File: config.mk
export PLATFORM = sky130hd
export DESIGN_NAME = usp_serial_port
export DESIGN_NICKNAME = d
export VERILOG_FILES = /design/src/usp_pkg.sv /design/src/usp_rate_gen.sv /design/src/usp_serial_port.sv
export SDC_FILE = /design/constraint.sdc
export NUM_CORES = 1
export LEC_CHECK = 0
export BUFFER_PORTS_ARGS = -buffer_cell sky130_fd_sc_hd__clkbuf_2
export CORE_MARGIN = 1
export CORE_UTILIZATION = 60
export DETAILED_ROUTE_END_ITERATION = 12
export GPL_TIMING_DRIVEN = 0
export PLACE_DENSITY = 0.92
export SYNTH_ARGS = -nofsm -noshare
export SYNTH_HDL_FRONTEND = slang
export SYNTH_SLANG_ARGS = --single-unit
File: constraint.sdc
create_clock -name pclk -period 3.83 [get_ports pclk]
set_input_delay 0.766 -clock pclk [delete_from_list [all_inputs] [get_ports pclk]]
set_output_delay 0.766 -clock pclk [all_outputs]
set_load 0.02 [all_outputs]
File: src/usp_pkg.sv
// Purpose: shared constants and types of the serial port
// Assumes: 32-bit apb data, one aligned word per register
// Notes: timer overflow inputs come from logic on pclk
//
// Functional notes
// - mode 00: synchronous shift register, bit rate is pclk/2
// - mode 01: 8-bit async frames, rate from timer overflow
// - mode 10: 9-bit async frames, fixed rate pclk/64 or pclk/32
// - mode 11: 9-bit async frames, rate from timer overflow
// - mode 01 with multiproc set: bad stop bit leaves rx flag untouched
// - 9-bit modes with multiproc set: ninth bit zero gives no rx flag
// - multiproc clear: rx flag set when byte completes, no checks
// - receive only while rx enable set; clearing it stops async reception, a mode 00 shift in progress completes
// - 9-bit modes send tx ninth bit as ninth data bit
// - rx ninth bit latches ninth bit, or stop bit in mode 01
// - tx flag set after eighth bit or at stop start; software clears
// - rx flag set after eighth bit or at stop midpoint; software clears
// - data write loads transmitter; data read returns separate rx buffer
// - rx buffered; unread byte lost when next completes
// - variable modes: per-direction select of timer 2 or timer 1 overflow
package usp_pkg;
    localparam logic [7:0] OFS_CTRL = 8'h00;
    localparam logic [7:0] OFS_DATA = 8'h04;
    localparam logic [7:0] OFS_RATE = 8'h08;
    localparam logic [7:0] OFS_STS = 8'h0C;
    localparam logic [7:0] OFS_MASK = 8'h10;
    localparam logic [7:0] CTRL_RESET = 8'h00;
    localparam logic [2:0] RATE_RESET = 3'h0;
    localparam logic [2:0] STS_RESET = 3'h0;
    localparam int STS_TX = 0;
    localparam int STS_RX = 1;
    localparam int STS_OVR = 2;
    localparam int CORE_DIV_SLOW = 64;
    localparam int CORE_DIV_FAST = 32;
    localparam int OVERSAMPLE = 16;
    localparam logic [1:0] FIXED_SLOW_CNT = 2'(CORE_DIV_SLOW / OVERSAMPLE - 1);
    localparam logic [1:0] FIXED_FAST_CNT = 2'(CORE_DIV_FAST / OVERSAMPLE - 1);
    localparam logic [3:0] TICK_LAST = 4'(OVERSAMPLE - 1);
    localparam logic [3:0] TICK_HALF = 4'(OVERSAMPLE / 2 - 1);
    localparam logic [3:0] BIT_LAST = 4'h7;
    localparam logic [3:0] SHIFT_LAST = 4'hF;

    typedef enum logic [1:0] {
        MODE_SHIFT = 2'h0,
        MODE_UART8 = 2'h1,
        MODE_UART9_FIXED = 2'h2,
        MODE_UART9_VAR = 2'h3
    } usp_mode_t;

    typedef struct packed {
        usp_mode_t mode;
        logic multiproc_enable;
        logic rx_enable;
        logic tx_ninth_bit;
        logic rx_ninth_bit;
        logic tx_done_flag;
        logic rx_done_flag;
    } usp_ctrl_t;

    typedef struct packed {
        logic tx_rate_from_timer_two;
        logic rx_rate_from_timer_two;
        logic double_rate;
    } usp_rate_t;

    typedef enum logic [5:0] {
        TX_IDLE = 6'h01,
        TX_START = 6'h02,
        TX_DATA = 6'h04,
        TX_NINTH = 6'h08,
        TX_STOP = 6'h10,
        TX_SHIFT = 6'h20
    } usp_tx_state_t;

    typedef enum logic [4:0] {
        RX_IDLE = 5'h01,
        RX_START = 5'h02,
        RX_DATA = 5'h04,
        RX_NINTH = 5'h08,
        RX_STOP = 5'h10
    } usp_rx_state_t;
endpackage : usp_pkg

File: src/usp_rate_gen.sv
// Purpose: 16x oversampling ticks for receiver and transmitter
// Assumes: timer overflow pulses are one pclk wide, same domain
// Notes: ticks are registered one-cycle pulses
`timescale 1ns/1ps
module usp_rate_gen (
    // clock and reset
    input wire logic pclk,
    input wire logic presetn,
    // configuration
    input usp_pkg::usp_mode_t mode,
    input usp_pkg::usp_rate_t rate,
    // timer overflows
    input wire logic timer1_ovf,
    input wire logic timer2_ovf,
    // ticks
    output logic rx_tick,
    output logic tx_tick
);
    logic [1:0] div_reg;
    logic t1_half_reg;
    logic [1:0] div_last;
    logic fixed_tick;
    logic t1_tick;

    assign div_last = rate.double_rate ? usp_pkg::FIXED_FAST_CNT : usp_pkg::FIXED_SLOW_CNT;
    assign fixed_tick = (div_reg == div_last);
    // timer 1 path halves its overflow rate unless double rate is set
    assign t1_tick = timer1_ovf & (rate.double_rate | t1_half_reg);

    always_ff @(posedge pclk or negedge presetn) begin
        if (!presetn) begin
            div_reg <= 2'h0;
        end else if (fixed_tick) begin
            div_reg <= 2'h0;
        end else begin
            div_reg <= div_reg + 2'h1;
        end
    end

    always_ff @(posedge pclk or negedge presetn) begin
        if (!presetn) begin
            t1_half_reg <= 1'b0;
        end else if (timer1_ovf) begin
            t1_half_reg <= ~t1_half_reg;
        end
    end

    always_ff @(posedge pclk or negedge presetn) begin
        if (!presetn) begin
            rx_tick <= 1'b0;
            tx_tick <= 1'b0;
        end else if (mode == usp_pkg::MODE_UART9_FIXED) begin
            rx_tick <= fixed_tick;
            tx_tick <= fixed_tick;
        end else begin
            rx_tick <= rate.rx_rate_from_timer_two ? timer2_ovf : t1_tick;
            tx_tick <= rate.tx_rate_from_timer_two ? timer2_ovf : t1_tick;
        end
    end
endmodule : usp_rate_gen

File: src/usp_serial_port.sv
// Purpose: four-mode serial port with apb register access
// Assumes: apb3 master, zero-wait answer in first access cycle
// Notes: data writes while the transmitter is busy are dropped
//
// Implementation choices: the APB interface to the registers and the register addresses.
`timescale 1ns/1ps
module usp_serial_port #(
    parameter int unsigned APB_ADDR_W = 12
) (
    // clock and reset
    input wire logic pclk,
    input wire logic presetn,
    // apb slave
    input wire logic [APB_ADDR_W-1:0] paddr,
    input wire logic psel,
    input wire logic penable,
    input wire logic pwrite,
    input wire logic [31:0] pwdata,
    output logic [31:0] prdata,
    output logic pready,
    output logic pslverr,
    // timer overflow pulses
    input wire logic timer1_ovf,
    input wire logic timer2_ovf,
    // serial pins
    input wire logic rxd_in,
    output logic rxd_out,
    output logic rxd_oe,
    output logic txd,
    // interrupt
    output logic irq
);
    // the register map needs five address bits
    if (APB_ADDR_W < 5) begin : g_addr_check
        $error("APB_ADDR_W too small for register map");
    end

    usp_pkg::usp_ctrl_t ctrl_reg;
    usp_pkg::usp_rate_t rate_reg;
    usp_pkg::usp_tx_state_t tx_state_reg;
    usp_pkg::usp_rx_state_t rx_state_reg;
    logic [2:0] sts_reg;
    logic [2:0] mask_reg;
    logic [7:0] rx_buf_reg;
    logic [8:0] tx_shift_reg;
    logic [3:0] tx_cnt_reg;
    logic [3:0] tx_bit_reg;
    logic m0_rx_reg;
    logic m0_done_reg;
    logic [7:0] rx_shift_reg;
    logic [3:0] rx_cnt_reg;
    logic [3:0] rx_bit_reg;
    logic rx_ninth_reg;
    logic [1:0] rxd_sync_reg;
    logic rxd_prev_reg;
    logic rx_tick;
    logic tx_tick;

    function automatic logic nine_bit(input usp_pkg::usp_mode_t m);
        return m[1];
    endfunction : nine_bit

    function automatic logic hit(input logic [APB_ADDR_W-1:0] a, input logic [7:0] ofs);
        return a == APB_ADDR_W'(ofs);
    endfunction : hit

    // apb decode
    logic setup;
    logic wr;
    logic mapped;
    logic [31:0] rd_mux;
    assign setup = psel & ~penable;
    assign wr = psel & penable & pready & pwrite;
    assign mapped = hit(paddr, usp_pkg::OFS_CTRL) | hit(paddr, usp_pkg::OFS_DATA)
        | hit(paddr, usp_pkg::OFS_RATE) | hit(paddr, usp_pkg::OFS_STS)
        | hit(paddr, usp_pkg::OFS_MASK);

    always_comb begin
        rd_mux = 32'h0;
        if (hit(paddr, usp_pkg::OFS_CTRL)) begin
            rd_mux = {24'h0, ctrl_reg};
        end else if (hit(paddr, usp_pkg::OFS_DATA)) begin
            rd_mux = {24'h0, rx_buf_reg};
        end else if (hit(paddr, usp_pkg::OFS_RATE)) begin
            rd_mux = {29'h0, rate_reg};
        end else if (hit(paddr, usp_pkg::OFS_STS)) begin
            rd_mux = {29'h0, sts_reg};
        end else if (hit(paddr, usp_pkg::OFS_MASK)) begin
            rd_mux = {29'h0, mask_reg};
        end
    end

    always_ff @(posedge pclk or negedge presetn) begin
        if (!presetn) begin
            pready <= 1'b0;
            pslverr <= 1'b0;
            prdata <= 32'h0;
        end else begin
            pready <= setup;
            pslverr <= setup & ~mapped;
            prdata <= (setup & ~pwrite) ? rd_mux : 32'h0;
        end
    end

    // serial events
    logic tx_load;
    logic tx_bit_end;
    logic tx_done_set;
    logic m0_rx_start;
    logic rx_mid;
    logic rx_stop_bit;
    logic rx_accept;
    logic rx_load;
    logic rx_ovr;
    assign tx_load = wr & hit(paddr, usp_pkg::OFS_DATA) & (tx_state_reg == usp_pkg::TX_IDLE);
    assign tx_bit_end = tx_tick & (tx_cnt_reg == usp_pkg::TICK_LAST);
    assign tx_done_set = (tx_bit_end & (tx_state_reg == usp_pkg::TX_NINTH
        | (tx_state_reg == usp_pkg::TX_DATA & tx_bit_reg == usp_pkg::BIT_LAST
        & ~nine_bit(ctrl_reg.mode))))
        | (tx_state_reg == usp_pkg::TX_SHIFT & ~m0_rx_reg
        & tx_cnt_reg == usp_pkg::SHIFT_LAST);
    assign m0_rx_start = ctrl_reg.mode == usp_pkg::MODE_SHIFT & ctrl_reg.rx_enable
        & ~ctrl_reg.rx_done_flag & ~m0_done_reg & ~tx_load;
    assign rx_mid = rx_tick & (rx_cnt_reg == usp_pkg::TICK_LAST);
    assign rx_stop_bit = rxd_sync_reg[1];
    // multiproc filter: stop bit in 8-bit mode, ninth bit otherwise
    assign rx_accept = rx_state_reg == usp_pkg::RX_STOP & rx_mid
        & (~ctrl_reg.multiproc_enable
        | (nine_bit(ctrl_reg.mode) ? rx_ninth_reg : rx_stop_bit));
    assign rx_load = rx_accept | m0_done_reg;
    assign rx_ovr = rx_load & ctrl_reg.rx_done_flag;

    usp_rate_gen u_rate (
        .pclk(pclk),
        .presetn(presetn),
        .mode(ctrl_reg.mode),
        .rate(rate_reg),
        .timer1_ovf(timer1_ovf),
        .timer2_ovf(timer2_ovf),
        .rx_tick(rx_tick),
        .tx_tick(tx_tick)
    );

    // control register; hardware set wins over a software clear
    always_ff @(posedge pclk or negedge presetn) begin
        if (!presetn) begin
            ctrl_reg <= usp_pkg::CTRL_RESET;
        end else begin
            if (wr & hit(paddr, usp_pkg::OFS_CTRL)) begin
                ctrl_reg.mode <= usp_pkg::usp_mode_t'(pwdata[7:6]);
                ctrl_reg.multiproc_enable <= pwdata[5];
                ctrl_reg.rx_enable <= pwdata[4];
                ctrl_reg.tx_ninth_bit <= pwdata[3];
                ctrl_reg.rx_ninth_bit <= pwdata[2];
            end
            if (rx_accept) begin
                ctrl_reg.rx_ninth_bit <= nine_bit(ctrl_reg.mode) ? rx_ninth_reg
                    : rx_stop_bit;
            end
            // flags: writing zero clears, writing one leaves them
            ctrl_reg.tx_done_flag <= tx_done_set | (ctrl_reg.tx_done_flag
                & ~(wr & hit(paddr, usp_pkg::OFS_CTRL) & ~pwdata[1]));
            ctrl_reg.rx_done_flag <= rx_load | (ctrl_reg.rx_done_flag
                & ~(wr & hit(paddr, usp_pkg::OFS_CTRL) & ~pwdata[0]));
        end
    end

    always_ff @(posedge pclk or negedge presetn) begin
        if (!presetn) begin
            rate_reg <= usp_pkg::RATE_RESET;
            mask_reg <= usp_pkg::STS_RESET;
        end else begin
            if (wr & hit(paddr, usp_pkg::OFS_RATE)) begin
                rate_reg <= pwdata[2:0];
            end
            if (wr & hit(paddr, usp_pkg::OFS_MASK)) begin
                mask_reg <= pwdata[2:0];
            end
        end
    end

    logic irq_src;
    assign irq_src = |(sts_reg & mask_reg);

    always_ff @(posedge pclk or negedge presetn) begin
        if (!presetn) begin
            sts_reg <= usp_pkg::STS_RESET;
            irq <= 1'b0;
        end else begin
            sts_reg <= (sts_reg & ~((wr & hit(paddr, usp_pkg::OFS_STS)) ? pwdata[2:0] : 3'h0))
                | {rx_ovr, rx_load, tx_done_set};
            irq <= irq_src;
        end
    end

    // receive buffer, overwritten even when unread
    always_ff @(posedge pclk or negedge presetn) begin
        if (!presetn) begin
            rx_buf_reg <= 8'h00;
        end else if (m0_done_reg) begin
            rx_buf_reg <= tx_shift_reg[7:0];
        end else if (rx_accept) begin
            rx_buf_reg <= rx_shift_reg;
        end
    end

    always_ff @(posedge pclk or negedge presetn) begin
        if (!presetn) begin
            rxd_sync_reg <= 2'h3;
            rxd_prev_reg <= 1'b1;
        end else begin
            rxd_sync_reg <= {rxd_sync_reg[0], rxd_in};
            rxd_prev_reg <= rxd_sync_reg[1];
        end
    end

    // transmitter, also runs the shift register mode in both directions
    always_ff @(posedge pclk or negedge presetn) begin
        if (!presetn) begin
            tx_state_reg <= usp_pkg::TX_IDLE;
            tx_shift_reg <= 9'h1FF;
            tx_cnt_reg <= 4'h0;
            tx_bit_reg <= 4'h0;
            m0_rx_reg <= 1'b0;
            m0_done_reg <= 1'b0;
            txd <= 1'b1;
            rxd_out <= 1'b1;
            rxd_oe <= 1'b0;
        end else begin
            m0_done_reg <= 1'b0;
            if (tx_tick & tx_state_reg != usp_pkg::TX_SHIFT) begin
                tx_cnt_reg <= tx_cnt_reg + 4'h1;
            end
            unique case (tx_state_reg)
                usp_pkg::TX_IDLE: begin
                    tx_cnt_reg <= 4'h0;
                    if (tx_load & ctrl_reg.mode == usp_pkg::MODE_SHIFT) begin
                        tx_state_reg <= usp_pkg::TX_SHIFT;
                        tx_shift_reg <= {1'b0, pwdata[7:0]};
                        m0_rx_reg <= 1'b0;
                    end else if (tx_load) begin
                        tx_state_reg <= usp_pkg::TX_START;
                        tx_shift_reg <= {ctrl_reg.tx_ninth_bit, pwdata[7:0]};
                        txd <= 1'b0;
                    end else if (m0_rx_start) begin
                        tx_state_reg <= usp_pkg::TX_SHIFT;
                        m0_rx_reg <= 1'b1;
                    end
                end
                usp_pkg::TX_START: begin
                    if (tx_bit_end) begin
                        tx_state_reg <= usp_pkg::TX_DATA;
                        tx_bit_reg <= 4'h0;
                        txd <= tx_shift_reg[0];
                    end
                end
                usp_pkg::TX_DATA: begin
                    if (tx_bit_end) begin
                        tx_shift_reg <= {1'b1, tx_shift_reg[8:1]};
                        tx_bit_reg <= tx_bit_reg + 4'h1;
                        if (tx_bit_reg != usp_pkg::BIT_LAST) begin
                            txd <= tx_shift_reg[1];
                        end else if (nine_bit(ctrl_reg.mode)) begin
                            tx_state_reg <= usp_pkg::TX_NINTH;
                            txd <= tx_shift_reg[1];
                        end else begin
                            tx_state_reg <= usp_pkg::TX_STOP;
                            txd <= 1'b1;
                        end
                    end
                end
                usp_pkg::TX_NINTH: begin
                    if (tx_bit_end) begin
                        tx_state_reg <= usp_pkg::TX_STOP;
                        txd <= 1'b1;
                    end
                end
                usp_pkg::TX_STOP: begin
                    if (tx_bit_end) begin
                        tx_state_reg <= usp_pkg::TX_IDLE;
                    end
                end
                usp_pkg::TX_SHIFT: begin
                    // even phase: clock low, data out; odd phase: clock high, sample
                    tx_cnt_reg <= tx_cnt_reg + 4'h1;
                    txd <= tx_cnt_reg[0];
                    rxd_oe <= ~m0_rx_reg & ~tx_cnt_reg[0];
                    if (~tx_cnt_reg[0]) begin
                        rxd_out <= tx_shift_reg[0];
                    end else if (m0_rx_reg) begin
                        tx_shift_reg <= {1'b0, rxd_sync_reg[1], tx_shift_reg[7:1]};
                    end else begin
                        tx_shift_reg <= {1'b1, tx_shift_reg[8:1]};
                    end
                    if (tx_cnt_reg == usp_pkg::SHIFT_LAST) begin
                        tx_state_reg <= usp_pkg::TX_IDLE;
                        txd <= 1'b1;
                        rxd_oe <= 1'b0;
                        m0_done_reg <= m0_rx_reg;
                    end
                end
            endcase
        end
    end

    // asynchronous receiver; shift register mode ignores multiproc
    always_ff @(posedge pclk or negedge presetn) begin
        if (!presetn) begin
            rx_state_reg <= usp_pkg::RX_IDLE;
            rx_shift_reg <= 8'h00;
            rx_cnt_reg <= 4'h0;
            rx_bit_reg <= 4'h0;
            rx_ninth_reg <= 1'b0;
        end else if (~ctrl_reg.rx_enable | ctrl_reg.mode == usp_pkg::MODE_SHIFT) begin
            rx_state_reg <= usp_pkg::RX_IDLE;
        end else begin
            if (rx_tick) begin
                rx_cnt_reg <= rx_cnt_reg + 4'h1;
            end
            unique case (rx_state_reg)
                usp_pkg::RX_IDLE: begin
                    rx_cnt_reg <= 4'h0;
                    if (rxd_prev_reg & ~rxd_sync_reg[1]) begin
                        rx_state_reg <= usp_pkg::RX_START;
                    end
                end
                usp_pkg::RX_START: begin
                    if (rx_tick & rx_cnt_reg == usp_pkg::TICK_HALF) begin
                        rx_cnt_reg <= 4'h0;
                        rx_bit_reg <= 4'h0;
                        // a glitch shorter than half a bit is no start bit
                        rx_state_reg <= rxd_sync_reg[1] ? usp_pkg::RX_IDLE
                            : usp_pkg::RX_DATA;
                    end
                end
                usp_pkg::RX_DATA: begin
                    if (rx_mid) begin
                        rx_shift_reg <= {rxd_sync_reg[1], rx_shift_reg[7:1]};
                        rx_bit_reg <= rx_bit_reg + 4'h1;
                        if (rx_bit_reg == usp_pkg::BIT_LAST) begin
                            rx_state_reg <= nine_bit(ctrl_reg.mode) ? usp_pkg::RX_NINTH
                                : usp_pkg::RX_STOP;
                        end
                    end
                end
                usp_pkg::RX_NINTH: begin
                    if (rx_mid) begin
                        rx_ninth_reg <= rxd_sync_reg[1];
                        rx_state_reg <= usp_pkg::RX_STOP;
                    end
                end
                usp_pkg::RX_STOP: begin
                    if (rx_mid) begin
                        rx_state_reg <= usp_pkg::RX_IDLE;
                    end
                end
            endcase
        end
    end

    // checks
    a_tx_flag_stop: assert property (@(posedge pclk) disable iff (!presetn)
        $rose(tx_state_reg == usp_pkg::TX_STOP) |-> ctrl_reg.tx_done_flag & txd)
        else $error("tx flag not set at stop bit start");
    a_mode0_clock: assert property (@(posedge pclk) disable iff (!presetn)
        tx_state_reg == usp_pkg::TX_SHIFT && $past(tx_state_reg) == usp_pkg::TX_SHIFT
        |-> txd != $past(txd))
        else $error("shift clock not at pclk/2");
    a_rx_disable: assert property (@(posedge pclk) disable iff (!presetn)
        !ctrl_reg.rx_enable |=> rx_state_reg == usp_pkg::RX_IDLE)
        else $error("receiver runs while disabled");
    a_mp_filter: assert property (@(posedge pclk) disable iff (!presetn)
        rx_state_reg == usp_pkg::RX_STOP && rx_mid && nine_bit(ctrl_reg.mode)
        && ctrl_reg.multiproc_enable && !rx_ninth_reg && !ctrl_reg.rx_done_flag
        |=> !ctrl_reg.rx_done_flag)
        else $error("address filter passed ninth bit zero");
    a_stop_filter: assert property (@(posedge pclk) disable iff (!presetn)
        rx_accept && ctrl_reg.mode == usp_pkg::MODE_UART8 && ctrl_reg.multiproc_enable
        |=> ctrl_reg.rx_ninth_bit && ctrl_reg.rx_done_flag)
        else $error("bad stop bit accepted");
    a_stop_reject: assert property (@(posedge pclk) disable iff (!presetn)
        rx_state_reg == usp_pkg::RX_STOP && rx_mid && ctrl_reg.mode == usp_pkg::MODE_UART8
        && ctrl_reg.multiproc_enable && !rx_stop_bit && !ctrl_reg.rx_done_flag
        |=> !ctrl_reg.rx_done_flag)
        else $error("rx flag set on bad stop bit");
    a_ninth_sent: assert property (@(posedge pclk) disable iff (!presetn)
        $rose(tx_state_reg == usp_pkg::TX_NINTH) |-> txd == $past(tx_shift_reg[1]))
        else $error("ninth bit wrong on line");
    a_start_low: assert property (@(posedge pclk) disable iff (!presetn)
        tx_state_reg == usp_pkg::TX_START |-> !txd)
        else $error("start bit not low");
    a_write_loads: assert property (@(posedge pclk) disable iff (!presetn)
        tx_load |=> tx_state_reg != usp_pkg::TX_IDLE ##0 tx_shift_reg[7:0] == $past(pwdata[7:0]))
        else $error("data write did not load transmitter");
    a_rx_overrun: assert property (@(posedge pclk) disable iff (!presetn)
        rx_accept && ctrl_reg.rx_done_flag |=> sts_reg[usp_pkg::STS_OVR]
        && rx_buf_reg == $past(rx_shift_reg))
        else $error("overrun not reported");
    a_irq_level: assert property (@(posedge pclk) disable iff (!presetn)
        ##1 irq == $past(irq_src))
        else $error("interrupt level wrong");
    c_uart8_rx: cover property (@(posedge pclk) disable iff (!presetn)
        rx_accept && ctrl_reg.mode == usp_pkg::MODE_UART8);
    c_uart9_tx: cover property (@(posedge pclk) disable iff (!presetn)
        tx_done_set && ctrl_reg.mode == usp_pkg::MODE_UART9_VAR);
    c_mode0_rx: cover property (@(posedge pclk) disable iff (!presetn) m0_done_reg);
    c_overrun: cover property (@(posedge pclk) disable iff (!presetn) rx_ovr);
endmodule : usp_serial_port

# Yosys cells after proc, flatten, opt, wreduce, memory -nomap -nowiden
# Index checks and enable logic that the tools add are counted.
# Widths: inputs -> output; s select.
[classes]
eq_ne = 44
n_reduce_logical = 21
n_addsub = 5
bitwise_logic = 70
n_mux = 71
[ops]
columns = ["cell", "count"]
rows = [
  ["$mux 6", 9],
  ["$mux 5", 9],
  ["$mux 9", 5],
  ["$and 1x1->1", 36],
  ["$pmux 6 s6", 1],
  ["$mux 32", 1],
  ["$mux 8", 4],
  ["$pmux 4 s2", 4],
  ["$mux 4", 7],
  ["$pmux 9 s3", 1],
  ["$pmux 5 s5", 1],
  ["$eq 12x4->1 const B", 2],
  ["$mux 1", 21],
  ["$ne 2x2->1 const B", 10],
  ["$not 1->1", 18],
  ["$add 4x1->4 const B", 4],
  ["$mux 3", 5],
  ["$ne 3x3->1 const B", 5],
  ["$eq 12x3->1 const B", 1],
  ["$eq 12x5->1 const B", 1],
  ["$eq 4x3->1 const B", 3],
  ["$logic_not 12->1", 1],
  ["$or 1x1->1", 12],
  ["$reduce_and 3->1", 4],
  ["33 further kinds", 46],
]
[totals]
word_cells = 248
out_inout_bits = 38
inputBits = 52
reg_bits = 118

# Logic depth before layout (Yosys ltp)
# Gate-level depths: netlist (run 1).
[depth]
word_depth = 11
ltp_mapped = 7
ltp_nobuf = 6

# By module
# From an unflattened synthesis (run 1), not the netlist that was laid out.
[hier_totals]
hier_cells = 461
hier_area_um2 = 4918.5
[by_module_without_submodules]
columns = ["module", "cells_per_inst", "area_per_inst_um2", "instances"]
rows = [
  ["usp_serial_port", 444, 4707.0, 1],
  ["usp_rate_gen", 17, 211.5, 1],
]

# Worst setup path after synthesis (run 1)
# No wires, ideal clock.
[synth_path]
path_kind = "in2reg"
startpoint = "input port paddr[9]"
endpoint = "register tx_shift_reg[0]"
cell_stages = 5
required_time_ps = 3748
setup_ps = 82
slack_ps = 1615
t_arrival_ps = 2133
n_path_buf = 0
cell_sequence = "nor4_2 nand3_1 o21ai_2 o311ai_4 mux2_2"
[synth_between]
elab_chain_len = 6
elab_cells_between_ends = 8
[synth_lines]
columns = ["item", "line", "text"]
rows = [
  ["start: declaration", "usp_serial_port.sv:14", "input wire logic [APB_ADDR_W-1:0] paddr,"],
  ["$eq 12x3->1 (*)", "usp_serial_port.sv:64", "return a == APB_ADDR_W'(ofs);"],
  ["$and 1x1->1 (*) (2 in a row)", "usp_serial_port.sv:115", "assign tx_load = wr & hit(paddr, usp_pkg::OFS_DATA) & (tx_state_reg == usp_pkg::TX_IDLE);"],
  ["$and 1x1->1", "usp_serial_port.sv:237", "if (tx_load & ctrl_reg.mode == usp_pkg::MODE_SHIFT) begin"],
  ["$ne 3x2->1 (no line) or $mux 9 (tied branches)", "n/a", ""],
  ["$reduce_and 4->1 (no line) or $pmux 9 s3 (tied branches)", "n/a", ""],
  ["end signal: assignment", "usp_serial_port.sv:239", "tx_shift_reg <= {1'b0, pwdata[7:0]};"],
  ["end signal: assignment", "usp_serial_port.sv:243", "tx_shift_reg <= {ctrl_reg.tx_ninth_bit, pwdata[7:0]};"],
  ["end signal: assignment", "usp_serial_port.sv:259", "tx_shift_reg <= {1'b1, tx_shift_reg[8:1]};"],
  ["end: declaration", "usp_serial_port.sv:45", "logic [8:0] tx_shift_reg;"],
]
# Mark *: on every way between the ends. The rest lies on a longest branch, timed or not.
# A chain may end at the register's enable or synchronous reset.

# Final worst setup path (run 1)
[layout_path]
startpoint = "input port paddr[9]"
endpoint = "register ctrl_reg[2] (netlist bit)"
[layout_between]
elab_chain_len = 3
[layout_lines]
columns = ["item", "line", "text"]
rows = [
  ["$logic_not 12->1", "usp_serial_port.sv:64", ""],
  ["$and 1x1->1", "usp_serial_port.sv:149", "if (wr & hit(paddr, usp_pkg::OFS_CTRL)) begin"],
  ["$reduce_bool 2->1 (no line)", "n/a", ""],
  ["end signal: assignment", "usp_serial_port.sv:147", "ctrl_reg <= usp_pkg::CTRL_RESET;"],
  ["end: declaration", "usp_serial_port.sv:38", "usp_pkg::usp_ctrl_t ctrl_reg;"],
]
# Every way passes these cells.

==> results of run 1 <==
[per-layer routing]
layer	vias up	GRT usage, %
met5	-	0
met4	0	10.4
met3	25	3.53
met2	162	48.1
met1	1901	34.8
li1	1774	-
[synthesized netlist by cell type, types with 3 or more instances]
library cell	count	area share (%)
dfrtp_1	78	40
nand4_1	6	0.76
a221oi_1	3	0.53
a21oi_1	14	1.4
o21ai_0	28	2.8
and3_1	4	0.51
and4b_1	3	0.61
buf_2	4	0.41
mux2i_1	27	5.5
nor2_1	35	2.7
clkbuf_1	8	0.61
or2_2	3	0.38
mux2_2	39	8.9
o41ai_1	3	0.53
nand3b_1	5	0.76
a21o_1	3	0.46
nor4b_1	3	0.53
a22o_1	3	0.53
inv_1	8	0.61
dfstp_2	16	8.5
nand2b_1	7	0.89
nor3_1	14	1.4
xor2_1	8	1.4
nand3_1	15	1.5
nor2b_1	6	0.76
nor4_1	4	0.51
buf_4	25	3.8
ha_1	4	1.0
and2_1	3	0.38
or3_1	3	0.38
a31oi_1	3	0.38
nand2_1	29	2.2
[worst max path at each step]
stage / startpoint / end / slack, ps / cells after the start
floorplan: paddr[9] / tx_shift_reg[0] / 1620 / 5
global placement: presetn / tx_bit_reg[2] / 930 / 1
detailed placement: paddr[9] / ctrl_reg[2] / 1090 / 6
CTS: paddr[9] / ctrl_reg[2] / 1460 / 6
global route: paddr[9] / ctrl_reg[2] / 1340 / 6
finish: paddr[9] / ctrl_reg[2] / 1430 / 6
[metrics by stage]
step	hold WS (ps)	power (µW)	std cells	cell area (µm²)
CTS	359	2640	642	5590
floorplan	345	1740	483	5020
global placement	349	1870	625	5350
global route	361	2750	642	5590
finish	358	2640	642	5590
detailed placement	347	1920	626	5380
[cell families after synthesis]
group / after synthesis
simple gates: 157
flops: 94
compound gates: 79
mux: 66
buf+inv: 49
xor+xnor: 10
fa+ha+maj: 4
other cells: 1
[area by class of cell]
cell class / instances / area share [%]
flip-flops and latches: 94 / 42.4
well taps: 102 / 2.28
clock inverters: 4 / 1.25
clock buffers: 12 / 2.60
repair buffers: 41 / 4.12
inverters: 8 / 0.537
plain buffers: 41 / 4.83
multi-input cells: 340 / 42.0
[power breakdown]
| group | internal, µW | total (µW) | leakage, µW | switching (µW) |
|---|---|---|---|---|
| clock | 384 | 726 | 0.000110 | 342 |
| sequential | 1150 | 1260 | 0.00119 | 107 |
| combinational | 304 | 650 | 0.00128 | 346 |
==> results.yml, run 1 <==
worst_setup_path:
  crit-reg2reg-launch: "tx_state_reg[1]"
  reg2reg_to: "ctrl_reg[1]"
  crit_top_cell: "mux2i_1"
  worstSetupPathType: "input pin to flop"
  worstPathArrival_ps: 2650
  crit_fanout: 8
  rr_worst_depth: 5
  crit_chain: "clkbuf_2 > nor4_2 > nand4_1 > nor2_2 > mux2i_1 > mux2i_1"
  cpLargestDelayFamily: "simple AND/OR/NAND/NOR gates"
  critPathBufInv: 1
  rrSetupSlack_ps: 1510
  crit_slowest_cell: "nor4_2"
  startpoint_type: "input pin"
  cp.required_ps: 4070
  slowest_delay_ps: 690
  critPathCaptureType: "flop"
detailed_routing:
  drc: 0
  vias: 3862
  wl_met3_um: 600
  route.top_layer_used: "met4"
  met2_length_um: 5640
  wl_per_cell_um: 17.2
  drtIter0Drc: 293
  routed_wl_um: 11000
  drtAntennaViolNets: 0
  met1_length_um: 4540
  post_drt_via_cell_ratio: 6.02
  firstDrtPassIters: 5
timing:
  setup_viol: 0
  max_slew_margin_pct: 48.4
  finalClockSkew_ps: 11.4
  finalHoldViolations: 0
  report.final.slew_viol_count: 0
  fmax_mhz: 416
  tightest_slew_ps: 770
  rsz0062_at_grt: "no"
  fin_ws_ps: 1430
  fin_crit_sh_pct: 62.7
  tns_ps: 0
  fin_crit_ps: 2400
synth:
  synthSimpleGateAreaFrac_pct: 17.3
  ys_warn_count: 0
  seq_area_frac_synth_pct: 48.1
  synth_compound_area_share_pct: 11.2
  synthCells: 460
  synth_ff_type: "dfrtp_1"
  synth-xor-area-share_pct: 1.78
  synth_fa_ha_area_share_pct: 1.01
  postSynthAreaPerCell_um2: 10.7
  muxShareOfSynthArea_pct: 14.4
  ys_ff_latch: 94
  synth_area_um2: 4930
  synth-edff-count: 0
  synth_top_family_by_area: "simple AND/OR/NAND/NOR gates"
  synth_cell_types: 68
  postSynth.asyncResetShare_pct: 100
run:
  cap_violations: 0
clocking:
  cts_resized: 0
  cts_tree: "done"
  clockRootBuffer: "clkbuf_8"
  cts_setup_buffers: 0
  clk_pin_slew_ps: 90
  cts_sinks: 94
  clkLatencyLatePin_ps: 370
  cts_hold_buffers: 0
  cts_buffer_depth: 2
  htreeDepth: 3
  cts_buffers: 9
finish:
  post-route-util_pct: 71.3
  nFillCells: 551
  multi_input_area_um2: 2350
  most-common-layout-cells: "dfrtp_1, clkbuf_2, mux2_2"
  drive_above_1_share_pct: 29.1
  synthToLayoutAreaGrowth_pct: 13.4
  mostFrequentLayoutCell: "dfrtp_1"
  n_antenna_cell: 0
  final_nets: 591
  largest_reg_flops: 9
  final-seq-area_um2: 2370
place:
  io_buffers: 40
  gp_congestion: 0.945
  post-dp-hpwl_um: 7820
  pre_cts_ws_ps: 1090
hold_path:
  holdPathEnd: "rxd_sync_reg[1]"
  min-delay-start: "rxd_sync_reg[0]"
  min_path_cells: 0
  hp-class: "flop to flop"
power_and_ir_drop:
  leakage_uw: 0.00259
  vdd_drop_max_mv: 0.417
  p_per_area_nw_per_um2: 472
global_route:
  grt_max_degree: 59
  grt_pass1_wl_um: 18200
  track_usage_pct: 27.5
  overflow: 0
  grt_pass1_vias: 3745
  antenna_found_initial: 0
die:
  start_util_pct: 62.9
  die_w_um: 92.7
  core-area_um2: 7850
  fp.dieH_um: 92.7
  rows: 32
  io-pin-count: 90
  dieArea_um2: 8590
outcome:
  status: "finished clean"
Note: power is estimated with default switching activity, not from simulation.
==> inputs of run 2 (changes only) <==
Settings changed: CORE_UTILIZATION 60 to 56, PLACE_DENSITY 0.92 to 0.87.
Clock period 3.83 ns to 2.24 ns, I/O delays scaled along.
==> run 2 against run 1 <==
Net effect:
- sequential power is 71% higher
- via count is 2.6% lower
- power is 69% higher
- count of clock-buffer cells in the layout is 2 lower
- critical path type is now flop to flop
==> results.yml, run 2 (synthesis results as in run 1) <==
finish:
  mostFrequentLayoutCell: "dfrtp_1"
  n_antenna_cell: 0
  nFillCells: 627
  synthToLayoutAreaGrowth_pct: 14.6
  drive_above_1_share_pct: 30.9
  most-common-layout-cells: "dfrtp_1, clkbuf_2, mux2_2"
  final_nets: 591
  largest_reg_flops: 9
clocking:
  cts_hold_buffers: 0
  htreeDepth: 3
  cts_tree: "done"
  cts_buffers: 9
  clkLatencyLatePin_ps: 360
  cts_buffer_depth: 2
  clk_pin_slew_ps: 100
  cts_sinks: 94
  clockRootBuffer: "clkbuf_8"
hold_path:
  hp-class: "input pin to asynchronous set/reset pin"
die:
  core-area_um2: 8380
  fp.dieH_um: 95.9
  die_w_um: 95.9
  dieArea_um2: 9190
  rows: 33
  io-pin-count: 90
  start_util_pct: 58.8
global_route:
  grt_max_degree: 62
  grt_pass1_vias: 3693
  track_usage_pct: 25.1
  antenna_found_initial: 0
  overflow: 0
  grt_pass1_wl_um: 17400
worst_setup_path:
  slowest_delay_ps: 420
  cpLargestDelayFamily: "simple AND/OR/NAND/NOR gates"
  cp.required_ps: 2500
  worstSetupPathType: "flop to flop"
  crit_top_cell: "buf_6"
  crit_chain: "buf_6 > or3_4 > or2_1 > buf_6 > nor3_4 > buf_12 > mux2_2"
  worstPathArrival_ps: 2400
  critPathCaptureType: "flop"
  critPathBufInv: 3
  crit_fanout: 9
  crit_slowest_cell: "or3_4"
  startpoint_type: "flop"
detailed_routing:
  wl_per_cell_um: 16.4
  post_drt_via_cell_ratio: 5.83
  drc: 0
  firstDrtPassIters: 5
  vias: 3761
  drtAntennaViolNets: 0
  drtIter0Drc: 259
  routed_wl_um: 10600
timing:
  setup_viol: 0
  fin_crit_sh_pct: 95.7
  tightest_slew_ps: 800
  max_slew_margin_pct: 46.3
  report.final.slew_viol_count: 0
  fin_ws_ps: 97.0
  fmax_mhz: 467
  fin_crit_ps: 2140
  finalClockSkew_ps: 12.9
  tns_ps: 0
  finalHoldViolations: 0
place:
  io_buffers: 40
  post-dp-hpwl_um: 7610
  gp_congestion: 0.928
  pre_cts_ws_ps: -203
power_and_ir_drop:
  finalPower_uw: 4470
  leakage_uw: 0.00259
  vdd_drop_max_mv: 0.766
  p_per_area_nw_per_um2: 791
run:
  cap_violations: 0
outcome:
  status: "finished clean"
==> run 2: changes by cell type in the layout (fill, tap and decap cells not counted), sizes merged <==
cell | before | now
buf | 32 | 34
bufinv | 2 | 1
clkbuf | 62 | 58
clkinv | 2 | 1
clkinvlp | 0 | 3
inv | 8 | 9
==> run 2: stage by stage <==
| step | cells | instance area [µm²] | hold slack [ps] | util [%] |
|---|---|---|---|---|
| 2_1_floorplan | 483 | 5020 | 152 | - |
| 3_3_place_gp | 628 | 5350 | 346 | 63.8 |
| 3_5_place_dp | 629 | 5380 | 347 | 64.2 |
| 4_1_cts | 648 | 5630 | 72.1 | 67.1 |
| 5_1_grt | 645 | 5650 | 95.2 | 67.4 |
| 6_report | 645 | 5650 | 63.7 | 67.4 |
==> run 2: what timing repair did <==
action,in CTS,in global routing
gates cloned,0,0
gates resized for setup,0,8
setup buffers,3,0
pin swaps,2,0
endpoints found under the setup margin,15,22
==> run 2: worst paths after layout <==
path                                       from  slack, ps  depth (start not counted)              end
worst max-delay path            rx_state_reg[4]        100                          7  rx_shift_reg[0]
worst min-delay path                    presetn         60                          1      rate_reg[1]
worst max register to register  rx_state_reg[4]        100                          7  rx_shift_reg[0]
worst min register to register  rxd_sync_reg[0]        360                          0  rxd_sync_reg[1]
max in group asynchronous               presetn       1460                          2  tx_shift_reg[6]
min in group pclk                        rxd_in        150                          1  rxd_sync_reg[0]
==> run 2: routing by layer <==
layer	global-route usage [%]	wire, µm	up-vias
li1	-	-	1769
met5	0	0	-
met4	10.6	202	0
met3	3.95	463	21
met1	32.5	4620	1852
met2	41.8	5320	119
==> run 2: power by group <==
| group | total [µW] | internal, µW | switching, µW | leakage, µW |
|---|---|---|---|---|
| sequential | 2160 | 1970 | 189 | 0.00119 |
| clock | 1140 | 522 | 613 | 0.0000891 |
| combinational | 1170 | 576 | 596 | 0.00131 |
==> run 2: cell type report <==
cell class / instances / area (µm²) / share of cell area (%)
buffer: 38 / 258 / 4.56
clock buffer: 10 / 128 / 2.26
clock inverter: 6 / 70.1 / 1.24
inverter: 8 / 30.0 / 0.531
multi-input combinational: 340 / 2390 / 42.2
sequential: 94 / 2370 / 42.0
tap: 105 / 131 / 2.32
timing repair buffer: 44 / 278 / 4.91
==> inputs of run 3 (changes only) <==
Settings changed: CORE_UTILIZATION 56 to 25, CTS_BUF_LIST from default to sky130_fd_sc_hd__clkbuf_16, GPL_ROUTABILITY_DRIVEN from default to 1, PLACE_DENSITY 0.87 to 0.49.
==> run 3 against run 2 <==
Net effect:
- register-to-register slack is essentially flat
- clock skew is 4.3 ps lower
- utilization is 37 points lower
- critical path depth stayed put
- sequential power is essentially flat
- critical path type unchanged
- largest power group unchanged
- highest routed layer unchanged
==> results.yml, run 3 (synthesis results as in run 1) <==
hold_path:
  hp-class: "input pin to asynchronous set/reset pin"
global_route:
  track_usage_pct: 12.3
  antenna_found_initial: 0
  grt_pass1_wl_um: 19200
  overflow: 0
  grt_pass1_vias: 3672
  grt_max_degree: 52
die:
  fp.dieH_um: 142
  dieArea_um2: 20300
  start_util_pct: 25.4
  die_w_um: 142
  core-area_um2: 19400
  io-pin-count: 90
  rows: 51
timing:
  rsz0062_at_grt: "no"
  finalHoldViolations: 0
  timing.hold.ws_ps: 161
  max_slew_margin_pct: 46.9
  tightest_slew_ps: 797
  report.final.slew_viol_count: 0
  setup_viol: 0
  fin_crit_sh_pct: 95.4
  fin_crit_ps: 2140
  finalClockSkew_ps: 8.58
  fmax_mhz: 468
detailed_routing:
  drtAntennaViolNets: 0
  wl_per_cell_um: 14.6
  drtIter0Drc: 164
  routed_wl_um: 11700
  firstDrtPassIters: 6
  post_drt_via_cell_ratio: 4.60
  vias: 3705
  drc: 0
clocking:
  cts_buffer_depth: 2
  clkLatencyLatePin_ps: 350
  htreeDepth: 3
  clk_pin_slew_ps: 70
  cts_buffers: 9
  cts_sinks: 94
  cts_tree: "done"
  clockRootBuffer: "clkbuf_16"
finish:
  mostFrequentLayoutCell: "dfrtp_1"
  synthToLayoutAreaGrowth_pct: 20.0
  largest_reg_flops: 9
  stdcell_count: 806
  final_nets: 592
  drive_above_1_share_pct: 30.3
  most-common-layout-cells: "dfrtp_1, clkbuf_2, mux2_2"
  n_antenna_cell: 0
worst_setup_path:
  startpoint_type: "flop"
  worstSetupPathType: "flop to flop"
  cp.required_ps: 2510
  critPathCaptureType: "flop"
  worstPathArrival_ps: 2410
  crit_fanout: 9
run:
  cap_violations: 0
outcome:
  status: "finished clean"
place:
  io_buffers: 40
  gp_congestion: 0.796
  post-dp-hpwl_um: 8680
  dp.cells: 789
power_and_ir_drop:
  vdd_drop_max_mv: 0.381
  p_per_area_nw_per_um2: 800
  leakage_uw: 0.00264
[run 3: cell count changes in the layout (fill, tap and decap cells not counted), moves of 2 or more]
cell        previous run  this run
clkbuf_8               9         0
clkinvlp_4             3         1
clkinv_1               0         2
clkbuf_16              0         9
buf_4                 26        28
[run 3: routing by layer]
layer | GRT usage (%) | routed length (µm) | vias up
li1 | - | - | 1778
met1 | 15.0 | 5190 | 1848
met2 | 21.2 | 5940 | 70
met3 | 3.20 | 490 | 9
met4 | 3.51 | 129 | 0
met5 | 0 | 0 | -
[run 3: cell type report]
| type | instances | area (µm²) |
|---|---|---|
| fillers | 2082 | 13500 |
| multi-input cells | 340 | 2390 |
| flip-flops and latches | 94 | 2370 |
| well taps | 265 | 332 |
| repair buffers | 45 | 273 |
| plain buffers | 38 | 258 |
| clock buffers | 9 | 225 |
| clock inverters | 7 | 41.3 |
| inverters | 8 | 30.0 |
[run 3: timing repair]
| action | 4_1_cts | 5_1_grt |
|---|---|---|
| hold buffers | 0 | 0 |
| endpoints found under the setup margin | 17 | 29 |
| resized for setup | 2 | 5 |
| hold endpoints to repair | 0 | 0 |
| buffers inserted | 4 | 0 |
| pin swaps | 2 | 0 |
[run 3: power breakdown]
part	switching (µW)	internal (µW)	leakage [µW]	total (µW)
Combinational	604	575	0.00131	1180
Sequential	184	1970	0.00119	2160
Clock	655	745	0.000132	1400
[run 3: per-stage QoR]
step                util [%]  power, µW  setup WS (ps)  setup TNS (ps)  cell area [µm²]
floorplan                  -       2980            175               0             5020
global placement        28.6       3280           -510          -42290             5550
detailed placement      28.8       3300           -317           -4090             5580
CTS                     30.4       4810           1.59               0             5900
global route            30.5       5020           14.9               0             5920
finish                  30.5       4740            103               0             5920
[run 3: critical path, stage by stage (launching register included)]
cell,delay (ps)
dfrtp_1,460
nor3_1,390
and3_1,210
buf_2,230
nand2b_1,160
o311ai_4,100
buf_12,170
mux2_2,330
[run 3: worst paths after layout]
| check | start | to | slack (ps) | depth (start not counted) |
|---|---|---|---|---|
| max | tx_state_reg[1] | tx_shift_reg[4] | 100 | 7 |
| max in group asynchronous | presetn | txd | 1340 | 2 |
| min reg2reg | rxd_sync_reg[0] | rxd_sync_reg[1] | 360 | 0 |
| min | presetn | mask_reg[1] | 160 | 1 |
| min in group pclk | rxd_in | rxd_sync_reg[0] | 180 | 1 |
| max reg2reg | tx_state_reg[1] | tx_shift_reg[4] | 100 | 7 |
